==> config.mk <==
export PLATFORM = sky130hd
export DESIGN_NAME = rtcfs_top
export DESIGN_NICKNAME = d
export VERILOG_FILES = /design/src/rtl/rtcfs_pkg.sv /design/src/rtl/rtcfs_sync.sv /design/src/rtl/rtcfs_sqwave.sv /design/src/rtl/rtcfs_top.sv
export VERILOG_INCLUDE_DIRS = /design/src /design/src/rtl
export SDC_FILE = /design/constraint.sdc
export NUM_CORES = 1
export LEC_CHECK = 0
export BUFFER_PORTS_ARGS = -buffer_cell sky130_fd_sc_hd__buf_2
export CAP_MARGIN = 20
export CORE_UTILIZATION = 32
export CTS_BUF_LIST = sky130_fd_sc_hd__clkbuf_16
export DETAILED_ROUTE_END_ITERATION = 12
export GPL_TIMING_DRIVEN = 0
export PLACE_DENSITY = 0.61
export SYNTH_ARGS = -nofsm -noshare
export SYNTH_HDL_FRONTEND = slang
export SYNTH_HIERARCHICAL = 1
export SYNTH_SLANG_ARGS = --single-unit
==> constraint.sdc <==
create_clock -name clk_sys -period 4.2 [get_ports clk_sys]
set_input_delay 0.21 -clock clk_sys [delete_from_list [all_inputs] [get_ports clk_sys]]
set_output_delay 0.21 -clock clk_sys [all_outputs]
set_load 0.03 [all_outputs]
==> src/rtl/rtcfs_params.svh <==
// Constants for the clock flags and control block: map, bit fields, resets and timing
`ifndef RTCFS_PARAMS_SVH
`define RTCFS_PARAMS_SVH

// Register port widths
`define RTCFS_ADDR_W 4
`define RTCFS_DATA_W 8

// Register offsets
`define RTCFS_ADDR_FLAGS 4'h0
`define RTCFS_ADDR_IRQ_STAT 4'h1
`define RTCFS_ADDR_IRQ_MASK 4'h2

// Flags byte bit positions
`define RTCFS_BIT_WDF 7
`define RTCFS_BIT_AF 6
`define RTCFS_BIT_PF 5
`define RTCFS_BIT_OSCILLATOR_FAIL_FLAG 4
`define RTCFS_BIT_CAL 2
`define RTCFS_BIT_W 1
`define RTCFS_BIT_R 0

// Interrupt status and mask bit positions
`define RTCFS_EVENTS 4
`define RTCFS_EV_WDOG 3
`define RTCFS_EV_ALARM 2
`define RTCFS_EV_PFAIL 1
`define RTCFS_EV_OSCILLATOR_FAIL_FLAG 0

// Reset values
`define RTCFS_IRQ_STAT_RST 4'h0
`define RTCFS_IRQ_MASK_RST 4'h0
`define RTCFS_RD_DATA_RST 8'h00

// Alarm comparison: seconds, minutes, hours, date
`define RTCFS_ALARM_FIELDS 4

// Timing
`define RTCFS_CLK_HZ 100000000
`define RTCFS_OSC_START_MS 5
`define RTCFS_OSC_START_CYC ((`RTCFS_OSC_START_MS * `RTCFS_CLK_HZ + 999) / 1000)
`define RTCFS_CAL_HZ 512
`define RTCFS_CAL_HALF_CYC (`RTCFS_CLK_HZ / (2 * `RTCFS_CAL_HZ))

`endif

==> src/rtl/rtcfs_pkg.sv <==
// Types shared by the clock flags and control block
`include "rtcfs_params.svh"
package rtcfs_pkg;

	// Register port request
	typedef struct packed {
		logic [`RTCFS_ADDR_W-1:0] addr;
		logic [`RTCFS_DATA_W-1:0] wdata;
		logic wr;
		logic rd;
	} rtcfs_bus_type;

	// Flags byte layout
	typedef struct packed {
		logic watchdog_expired_flag;
		logic af;
		logic pf;
		logic oscillator_fail_flag;
		logic zero;
		logic cal;
		logic w;
		logic r;
	} rtcfs_flags_type;

	// Current time against alarm settings, BCD bytes
	typedef struct packed {
		logic [`RTCFS_ALARM_FIELDS-1:0][7:0] now;
		logic [`RTCFS_ALARM_FIELDS-1:0][7:0] alarm;
		logic [`RTCFS_ALARM_FIELDS-1:0] mask;
	} rtcfs_alarm_type;

	// Controls toward the timekeeping counters
	typedef struct packed {
		logic freeze;
		logic load_base;
		logic hold_update;
	} rtcfs_time_ctrl_type;

	// Oscillator start check
	typedef enum logic [0:0] {
		RTCFS_OSC_WAIT = 1'b0,
		RTCFS_OSC_DONE = 1'b1
	} rtcfs_osc_state_type;

endpackage

==> src/rtl/rtcfs_sync.sv <==
// Two-flop synchroniser for pin inputs
`timescale 1ns/1ps
module rtcfs_sync #(
	parameter int W = 2
) (
	input wire logic clk_sys,
	input wire logic resetn,
	input wire logic [W-1:0] async_in,
	output logic [W-1:0] sync_out
);
	logic [W-1:0] meta_q;

	// One pair of flops per bit
	genvar i;
	generate
		for (i = 0; i < W; i++) begin : g_bit
			always_ff @(posedge clk_sys) begin
				if (!resetn) begin
					meta_q[i] <= 1'b0;
					sync_out[i] <= 1'b0;
				end else begin
					meta_q[i] <= async_in[i];
					sync_out[i] <= meta_q[i];
				end
			end
		end
	endgenerate
endmodule // rtcfs_sync

==> src/rtl/rtcfs_sqwave.sv <==
// Calibration square-wave generator
`timescale 1ns/1ps
module rtcfs_sqwave #(
	parameter int HALF_CYC = 97656
) (
	input wire logic clk_sys,
	input wire logic resetn,
	input wire logic enable,
	output logic wave_q
);
	logic [31:0] cnt_q;
	logic last_w;

	assign last_w = (cnt_q == 32'(HALF_CYC - 1));

	// Toggle each half period, parked low while disabled
	always_ff @(posedge clk_sys) begin
		if (!resetn || !enable) begin
			cnt_q <= 32'h0;
			wave_q <= 1'b0;
		end else if (last_w) begin
			cnt_q <= 32'h0;
			wave_q <= ~wave_q;
		end else begin
			cnt_q <= cnt_q + 32'h1;
		end
	end
endmodule // rtcfs_sqwave

==> src/rtl/rtcfs_top.sv <==
// Flags and control byte of the real-time clock, with interrupt status and mask
//
// Added by the designer: the strobed register port and the register offsets.
`timescale 1ns/1ps
`include "rtcfs_params.svh"

module rtcfs_top
	import rtcfs_pkg::*;
#(
	parameter int OSC_START_CYC = `RTCFS_OSC_START_CYC,
	parameter int CAL_HALF_CYC = `RTCFS_CAL_HALF_CYC
) (
	input wire logic clk_sys,
	input wire logic resetn,
	input wire logic backup_resetn,
	input wire rtcfs_bus_type bus,
	output logic [`RTCFS_DATA_W-1:0] rd_data_q,
	input wire rtcfs_alarm_type alarm_in,
	input wire logic wdog_zero,
	input wire logic time_written,
	input wire logic osc_enabled,
	input wire logic power_fail_threshold,
	input wire logic osc_running_pin,
	output logic int_out_q,
	output rtcfs_time_ctrl_type time_ctrl_q
);

	// Pin inputs after synchronisation
	logic [1:0] pins_sync;
	logic below_sync;
	logic osc_run_sync;

	// Event edge detection
	logic wdog_zero_q;
	logic alarm_match_q;
	logic below_q;
	logic [`RTCFS_ALARM_FIELDS-1:0] field_ok;
	logic alarm_match;
	logic wdog_set;
	logic alarm_set;
	logic pfail_set;
	logic oscillator_fail_flag_set;

	// Register decode
	logic flags_sel;
	logic stat_sel;
	logic mask_sel;
	logic flags_rd;
	logic flags_wr;
	logic stat_rd;
	logic mask_wr;

	// Flags byte state
	logic watchdog_expired_flag_q;
	logic alarm_match_flag_q;
	logic power_fail_flag_q;
	logic oscillator_fail_flag_q;
	logic cal_q;
	logic cal_d;
	logic w_q;
	logic w_d;
	logic r_q;
	logic r_d;
	logic oscillator_fail_flag_clear;
	rtcfs_flags_type flags_view;

	// Oscillator start check
	rtcfs_osc_state_type osc_state_q;
	rtcfs_osc_state_type osc_state_d;
	logic [31:0] osc_cnt_q;
	logic osc_seen_q;
	logic osc_cnt_last;
	logic osc_deadline;

	// Base time reload
	logic time_dirty_q;
	logic w_release;
	logic load_base_d;

	// Interrupt status and mask
	logic [`RTCFS_EVENTS-1:0] irq_stat_q;
	logic [`RTCFS_EVENTS-1:0] irq_mask_q;
	logic [`RTCFS_EVENTS-1:0] irq_events;
	logic irq_level;
	logic cal_wave;

	// Read path
	logic [`RTCFS_DATA_W-1:0] rd_mux;

	// Supply comparator and oscillator status arrive from pins
	rtcfs_sync #(
		.W(2)
	) u_sync (
		.clk_sys(clk_sys),
		.resetn(resetn),
		.async_in({power_fail_threshold, osc_running_pin}),
		.sync_out(pins_sync)
	);

	assign below_sync = pins_sync[1];
	assign osc_run_sync = pins_sync[0];

	// Field compare: a masked field always matches
	genvar f;
	generate
		for (f = 0; f < `RTCFS_ALARM_FIELDS; f++) begin : g_field
			assign field_ok[f] = alarm_in.mask[f] |
				(alarm_in.now[f] == alarm_in.alarm[f]);
		end
	endgenerate

	assign alarm_match = &field_ok;

	// Delayed copies for rising-edge detection
	always_ff @(posedge clk_sys) begin
		if (!resetn) begin
			wdog_zero_q <= 1'b0;
			alarm_match_q <= 1'b0;
			below_q <= 1'b0;
		end else begin
			wdog_zero_q <= wdog_zero;
			alarm_match_q <= alarm_match;
			below_q <= below_sync;
		end
	end

	// One event per new condition, so a read inside the same second sticks
	assign wdog_set = wdog_zero & ~wdog_zero_q;
	assign alarm_set = alarm_match & ~alarm_match_q;
	assign pfail_set = below_sync & ~below_q;

	// Address decode and strobes
	assign flags_sel = (bus.addr == `RTCFS_ADDR_FLAGS);
	assign stat_sel = (bus.addr == `RTCFS_ADDR_IRQ_STAT);
	assign mask_sel = (bus.addr == `RTCFS_ADDR_IRQ_MASK);
	assign flags_rd = bus.rd & flags_sel;
	assign flags_wr = bus.wr & flags_sel;
	assign stat_rd = bus.rd & stat_sel;
	assign mask_wr = bus.wr & mask_sel;

	// Watchdog flag: set wins over the read clear
	always_ff @(posedge clk_sys) begin
		if (!resetn) begin
			watchdog_expired_flag_q <= 1'b0;
		end else if (wdog_set) begin
			watchdog_expired_flag_q <= 1'b1;
		end else if (flags_rd) begin
			watchdog_expired_flag_q <= 1'b0;
		end
	end

	// Alarm flag: set wins over the read clear
	always_ff @(posedge clk_sys) begin
		if (!resetn) begin
			alarm_match_flag_q <= 1'b0;
		end else if (alarm_set) begin
			alarm_match_flag_q <= 1'b1;
		end else if (flags_rd) begin
			alarm_match_flag_q <= 1'b0;
		end
	end

	// Power fail flag: set wins over the read clear
	always_ff @(posedge clk_sys) begin
		if (!resetn) begin
			power_fail_flag_q <= 1'b0;
		end else if (pfail_set) begin
			power_fail_flag_q <= 1'b1;
		end else if (flags_rd) begin
			power_fail_flag_q <= 1'b0;
		end
	end

	// Oscillator fail clears only by a zero written to its bit
	assign oscillator_fail_flag_clear = flags_wr & ~bus.wdata[`RTCFS_BIT_OSCILLATOR_FAIL_FLAG];

	// Retained across power-up; of the two resets only the backup-domain reset clears it
	always_ff @(posedge clk_sys) begin
		if (!backup_resetn) begin
			oscillator_fail_flag_q <= 1'b0;
		end else if (oscillator_fail_flag_set) begin
			oscillator_fail_flag_q <= 1'b1;
		end else if (oscillator_fail_flag_clear) begin
			oscillator_fail_flag_q <= 1'b0;
		end
	end

	// Control bits take the written byte
	assign cal_d = flags_wr ? bus.wdata[`RTCFS_BIT_CAL] : cal_q;
	assign w_d = flags_wr ? bus.wdata[`RTCFS_BIT_W] : w_q;
	assign r_d = flags_wr ? bus.wdata[`RTCFS_BIT_R] : r_q;

	// Control bits, all cleared at power-up
	always_ff @(posedge clk_sys) begin
		if (!resetn) begin
			cal_q <= 1'b0;
			w_q <= 1'b0;
			r_q <= 1'b0;
		end else begin
			cal_q <= cal_d;
			w_q <= w_d;
			r_q <= r_d;
		end
	end

	// Oscillator start window after power-up
	assign osc_cnt_last = (osc_cnt_q == 32'(OSC_START_CYC - 1));
	assign osc_deadline = (osc_state_q == RTCFS_OSC_WAIT) & osc_cnt_last;
	assign oscillator_fail_flag_set = osc_deadline & osc_enabled & ~osc_seen_q & ~osc_run_sync;

	// Check ends early once the oscillator is seen running
	always_comb begin
		osc_state_d = osc_state_q;
		unique case (osc_state_q)
			RTCFS_OSC_WAIT: begin
				if (osc_run_sync || osc_seen_q || osc_cnt_last) begin
					osc_state_d = RTCFS_OSC_DONE;
				end
			end
			RTCFS_OSC_DONE: begin
				osc_state_d = RTCFS_OSC_DONE;
			end
		endcase
	end

	// Window counter and running-seen memory
	always_ff @(posedge clk_sys) begin
		if (!resetn) begin
			osc_state_q <= RTCFS_OSC_WAIT;
			osc_cnt_q <= 32'h0;
			osc_seen_q <= 1'b0;
		end else begin
			osc_state_q <= osc_state_d;
			if (osc_state_q == RTCFS_OSC_WAIT) begin
				osc_cnt_q <= osc_cnt_q + 32'h1;
			end
			if (osc_run_sync) begin
				osc_seen_q <= 1'b1;
			end
		end
	end

	// Hold released by a write that clears the bit
	assign w_release = w_q & ~w_d;
	assign load_base_d = w_release & (time_dirty_q | time_written);

	// Remember that time was changed under the hold
	always_ff @(posedge clk_sys) begin
		if (!resetn) begin
			time_dirty_q <= 1'b0;
		end else if (load_base_d) begin
			time_dirty_q <= 1'b0;
		end else if (w_q && time_written) begin
			time_dirty_q <= 1'b1;
		end
	end

	// Controls toward the timekeeping counters
	always_ff @(posedge clk_sys) begin
		if (!resetn) begin
			time_ctrl_q.freeze <= 1'b0;
			time_ctrl_q.load_base <= 1'b0;
			time_ctrl_q.hold_update <= 1'b1;
		end else begin
			time_ctrl_q.freeze <= w_d;
			time_ctrl_q.load_base <= load_base_d;
			time_ctrl_q.hold_update <= ~r_d;
		end
	end

	// Events mirrored into the interrupt status register
	assign irq_events[`RTCFS_EV_WDOG] = wdog_set;
	assign irq_events[`RTCFS_EV_ALARM] = alarm_set;
	assign irq_events[`RTCFS_EV_PFAIL] = pfail_set;
	assign irq_events[`RTCFS_EV_OSCILLATOR_FAIL_FLAG] = oscillator_fail_flag_set;

	// Sticky status per event; a set in the reading cycle survives
	genvar e;
	generate
		for (e = 0; e < `RTCFS_EVENTS; e++) begin : g_stat
			always_ff @(posedge clk_sys) begin
				if (!resetn) begin
					irq_stat_q[e] <= 1'b0;
				end else if (irq_events[e]) begin
					irq_stat_q[e] <= 1'b1;
				end else if (stat_rd) begin
					irq_stat_q[e] <= 1'b0;
				end
			end
		end
	endgenerate

	// Interrupt mask register
	always_ff @(posedge clk_sys) begin
		if (!resetn) begin
			irq_mask_q <= `RTCFS_IRQ_MASK_RST;
		end else if (mask_wr) begin
			irq_mask_q <= bus.wdata[`RTCFS_EVENTS-1:0];
		end
	end

	assign irq_level = |(irq_stat_q & irq_mask_q);

	// Calibration wave runs only while its bit is set
	rtcfs_sqwave #(
		.HALF_CYC(CAL_HALF_CYC)
	) u_sqwave (
		.clk_sys(clk_sys),
		.resetn(resetn),
		.enable(cal_q),
		.wave_q(cal_wave)
	);

	// Interrupt pin: square wave in calibration, else interrupt level
	always_ff @(posedge clk_sys) begin
		if (!resetn) begin
			int_out_q <= 1'b0;
		end else begin
			int_out_q <= cal_q ? cal_wave : irq_level;
		end
	end

	// Flags byte as software sees it
	assign flags_view.watchdog_expired_flag = watchdog_expired_flag_q;
	assign flags_view.af = alarm_match_flag_q;
	assign flags_view.pf = power_fail_flag_q;
	assign flags_view.oscillator_fail_flag = oscillator_fail_flag_q;
	assign flags_view.zero = 1'b0;
	assign flags_view.cal = cal_q;
	assign flags_view.w = w_q;
	assign flags_view.r = r_q;

	// Read selection; unmapped addresses read zero
	assign rd_mux = flags_sel ? flags_view :
		stat_sel ? {4'h0, irq_stat_q} :
		mask_sel ? {4'h0, irq_mask_q} :
		`RTCFS_RD_DATA_RST;

	// Read data stand only in the cycle after the strobe
	always_ff @(posedge clk_sys) begin
		if (!resetn) begin
			rd_data_q <= `RTCFS_RD_DATA_RST;
		end else if (bus.rd) begin
			rd_data_q <= rd_mux;
		end else begin
			rd_data_q <= `RTCFS_RD_DATA_RST;
		end
	end

endmodule // rtcfs_top

After elaboration in Yosys (flattened, before gate mapping)
Cells that the tools add are included.

Input port bits: 90. Flip-flop bits (word level): 101.

Add/subtract/negate cells: 2. Reductions and logical operators: 21. Multiplexer cells: 19. Bitwise logic cells: 32. Equality and inequality tests: 8.

Operator list (number): 32-bit by 1-bit adder with 32-bit output (second input constant) (2); 32-bit by 17-bit == test with 1-bit output (second input constant) (1); 32-bit by 19-bit == test with 1-bit output (second input constant) (1); 8-bit == test (4); 2-bit nonzero test (8); 1-bit two-way mux (15); 1-bit bitwise AND (14); 1-bit NOT (12); 4-bit two-way mux (2); 8-bit two-way mux (1); 1-bit OR (5); 4-bit bitwise AND (1); 4-bit by 1-bit == test with 1-bit output (second input constant) (1); 4-bit by 2-bit == test with 1-bit output (second input constant) (1); 4-bit logical NOT (1); 4-bit AND reduction (1); 2-bit OR reduction (2); 4-bit OR reduction (1); 1-bit logical OR (3); 3-bit OR reduction (1); 1-bit logical NOT (2); 1-bit case mux with 2 select lines (1); 2-bit AND reduction (1); 1-bit logical AND (1).

Logic depth before layout (Yosys ltp)
Word-level depth: 7. Mapped depth: 6. Depth with buffers taken out: 6.

Cells and area by module
Netlist, hierarchy kept.

By module, submodules not included: rtcfs_top (cells each 328, area an instance 2986.6 um^2, sequential area each 1281.2 um^2, times used 1); rtcfs_sqwave (cells each 186, area an instance 1607.8 um^2, sequential area each 660.6 um^2, times used 1); rtcfs_sync (cells each 8, area an instance 105.1 um^2, sequential area each 80.1 um^2, times used 1).

Least setup slack after synthesis
OpenSTA, ideal clock, no wires.

Path kind: register to register. Start: register u_sqwave.cnt_q[2]. End: register u_sqwave.cnt_q[23]. Stages on the path, launching flop included: 7. Arrival time: 1727 ps. Path buffers: 2. Library setup time: 70 ps. Slack: 2402 ps. Data required time: 4130 ps. Cell sequence: dfxtp_1 -> buf_4 -> nand4_4 -> or3_1 -> buf_6 -> or4_1 -> a21oi_1.

Word-level cells in the longest chain between the ends: 2. Elaborated cells on any way between the ends: 3. Classes of those cells: 1 x add/sub; 1 x eq/ne; 1 x reduce/logical.

Ends and longest elaborated chain: start: declaration (line rtcfs_sqwave.sv:11) `logic [31:0] cnt_q;`; start signal: assignment (line rtcfs_sqwave.sv:25) `cnt_q <= cnt_q + 32'h1;`; parallel branches: the longest is 2 deep, another holds 32-bit by 1-bit adder with 32-bit output.

Parallel ways; which one is timed is not known. A chain may end at the register's enable or synchronous reset.

Worst setup path in the final report
Start: register u_sqwave.cnt_q[0]. End: register u_sqwave.cnt_q[4].

Same word-level chain as after synthesis.

==> results.yml <==
place:
  io_buffers: 98
  gp_congestion: 0.828
  placed_cell_area_mm2: 0.00542
  dpl.hpwl_um: 8840
setup_path:
  crit_family: "simple AND/OR/NAND/NOR gates"
  crit_chain: "ha_1 -> nor4b_1 -> nand4_1 -> o21bai_1 -> clkbuf_1 -> nor2_1"
  cp-start-kind: "register"
  crit_arrival_ns: 2.51
  worstPathMaxFanout: 10
  cp_num_buf_inv: 1
  critical_path_cell_count: 6
  slowest_stage: "clkbuf_1"
  worstSetupEndpointType: "register"
  cp_slowest_stage_delay_ns: 0.46
  crit_required_ns: 4.42
  reg2reg_depth: 6
  critPathKind: "register to register"
floorplan:
  start_util_pct: 33.3
  die_w_um: 123
  dieArea_mm2: 0.0152
  die_h_um: 123
  core_area_mm2: 0.0141
  row_count: 43
  boundaryPins: 102
clock_tree:
  clk_pin_slew_worst_paths_ns: 0.08
  cts_setup_buffers: 0
  clockBufferDepth: 2
  clkLatencyLatePin_ns: 0.35
  cts_hold_buf: 0
  clock-sinks: 101
  post_cts_resized: 0
  cts_buffers: 9
  cts-htree-levels: 3
  cts_tree: "built"
  cts_root_buf: "clkbuf_16"
timing:
  hold_viol: 0
  finalCritPeriodShare_pct: 54.5
  period_minus_slack_ns: 2.29
  tns_ns: 0
  finClkSkew_ns: 0.0113
  drv_slew: 0
  timing.hold.ws_ns: 0.0584
  fmax_ghz: 0.437
  rsz0062_at_grt: "no"
  worst_pin_slew_ns: 0.590
  maxSlewHeadroom_pct: 60.3
  finalSetupViolations: 0
finish:
  multi_input_area_mm2: 0.00253
  nets: 723
  area_delta_synth_final_pct: 21.9
  diodes: 0
  final_area_mm2: 0.00573
  num-fill-cells: 1405
  ff_latch_area_mm2: 0.00202
  drive_above_1_share_pct: 21.5
yosys:
  async_reset_ff_share_pct: 0
  synth_warnings: 6
  synth.distinct_cells: 49
  syn-mean-instance-area_um2: 9.00
  synth_edf_count: 0
  ys_ff_latch: 101
  seq_area_frac_synth_pct: 43.0
  synth_ff_type: "dfxtp_1"
  synth_cells: 522
  synthesis.nets: 614
  netlist_area_mm2: 0.00470
power:
  p_leak_nw: 2.20
  powerDensity_mw_per_mm2: 340
  power_mw: 1.95
  max-vdd-ir-drop_mv: 0.160
global_routing:
  track_usage_pct: 16.4
  grt_pass1_vias: 4122
  antenna_found_initial: 0
  grt_overflow: 0
  grt_start_max_net_pins: 22
  grt_pass1_wl_um: 19300
run:
  max_cap_violations: 0
route:
  vias_per_cell: 5.12
  vias: 4175
  drt-pass1-iter-count: 4
  routed_wl_um: 11600
  wl_per_cell_um: 14.3
  drcViolationCount: 0
  detail-route-antenna-nets: 0
  drtIter0Drc: 183
min_path:
  min_path_type: "input pin to register"
  holdPathStages: 2
status:
  status: "finished, final reports clean"
## kinds of logic after synthesis
group                      Yosys count  synth area share (%)
DFF                                101                  43.0
buffers and inverters               27                  3.09
adders and majority gates            2                 0.532
muxes                                8                  1.70
and+or+nand+nor                    239                  29.4
AOI/OAI and AO/OA                   75                  9.24
xor gates and xnor gates            70                  13.0
## cells in the final DEF (no fill, tap or decap), drive strengths merged, types with 19 or more instances in the layout
cell	netlist	final
buf	7	105
dfxtp	101	101
nor2	60	60
xor2	52	52
a21oi	35	35
nand2	32	32
nor4	22	22
nand3	22	22
nand4	21	21
clkbuf	11	20
o21ai	19	19
## cells in the mapped netlist, types with 8 or more instances
| cell type | number | area share, % |
|---|---|---|
| nand2_1 | 32 | 2.6 |
| o21ai_1 | 8 | 0.85 |
| dfxtp_1 | 101 | 43 |
| nor4_1 | 22 | 2.9 |
| o21ai_0 | 11 | 1.2 |
| mux2i_1 | 8 | 1.7 |
| xnor2_1 | 18 | 3.4 |
| nand4_1 | 17 | 2.3 |
| or4_1 | 11 | 1.8 |
| or3_1 | 17 | 2.3 |
| clkbuf_1 | 11 | 0.88 |
| nor2_1 | 58 | 4.6 |
| nand3_1 | 21 | 2.2 |
| inv_1 | 8 | 0.64 |
| a21oi_1 | 35 | 3.7 |
| o31ai_1 | 10 | 1.6 |
| xor2_1 | 52 | 9.7 |
| and2_1 | 13 | 1.7 |
## area by class of cell
type                       instances  share of cell area, %
multi-input combinational        394                   44.2
buffer                            18                   1.94
inverter                           9                  0.590
clock inverter                     7                   1.55
sequential                       101                   35.3
clock buffer                       9                   3.93
tap                              180                   3.93
timing repair buffer              98                   8.56
## report_power, final
part	leakage [nW]	internal, mW	switching, mW
Clock	0.153	0.430	0.421
Combinational	1.24	0.0591	0.0580
Sequential	0.817	0.969	0.0113
## routing by layer
metal	routed length, um	GRT usage [%]
met2	5840	28.4
met3	559	2.91
met5	0	0
met4	216	7.30
met1	5010	19.8
## final timing paths
kind / start / to / slack [ns]
setup / recovery: u_sqwave/cnt_q[0]$_SDFF_PP0_ / u_sqwave/cnt_q[4]$_SDFF_PP0_ / 1.91
hold reg to reg: u_sync/meta_q[0]$_SDFF_PN0_ / u_sync/sync_out[0]$_SDFF_PN0_ / 0.44
hold / removal: osc_running_pin / u_sync/meta_q[0]$_SDFF_PN0_ / 0.06
setup reg to reg: u_sqwave/cnt_q[0]$_SDFF_PP0_ / u_sqwave/cnt_q[4]$_SDFF_PP0_ / 1.91
## registers in the layout, indices dropped and copies added (netlist names), 2 cells and up
name and count:
time_ctrl_q 3, rd_data_q 8, u_sync/sync_out 2, u_sqwave/cnt_q 32, irq_stat_q 4, osc_cnt_q 32
u_sync/meta_q 2, irq_mask_q 4
## stage by stage
step / util [%] / setup slack [ns] / cells
final: 40.6 / 1.91 / 816
after global routing: 40.6 / 1.75 / 816
after CTS: 40.6 / 1.93 / 816
after detailed placement: 38.4 / 1.94 / 800
after global placement: 38.4 / 2.01 / 800
after floorplan: - / 2.40 / 522
(Power assumes the default switching activity.)
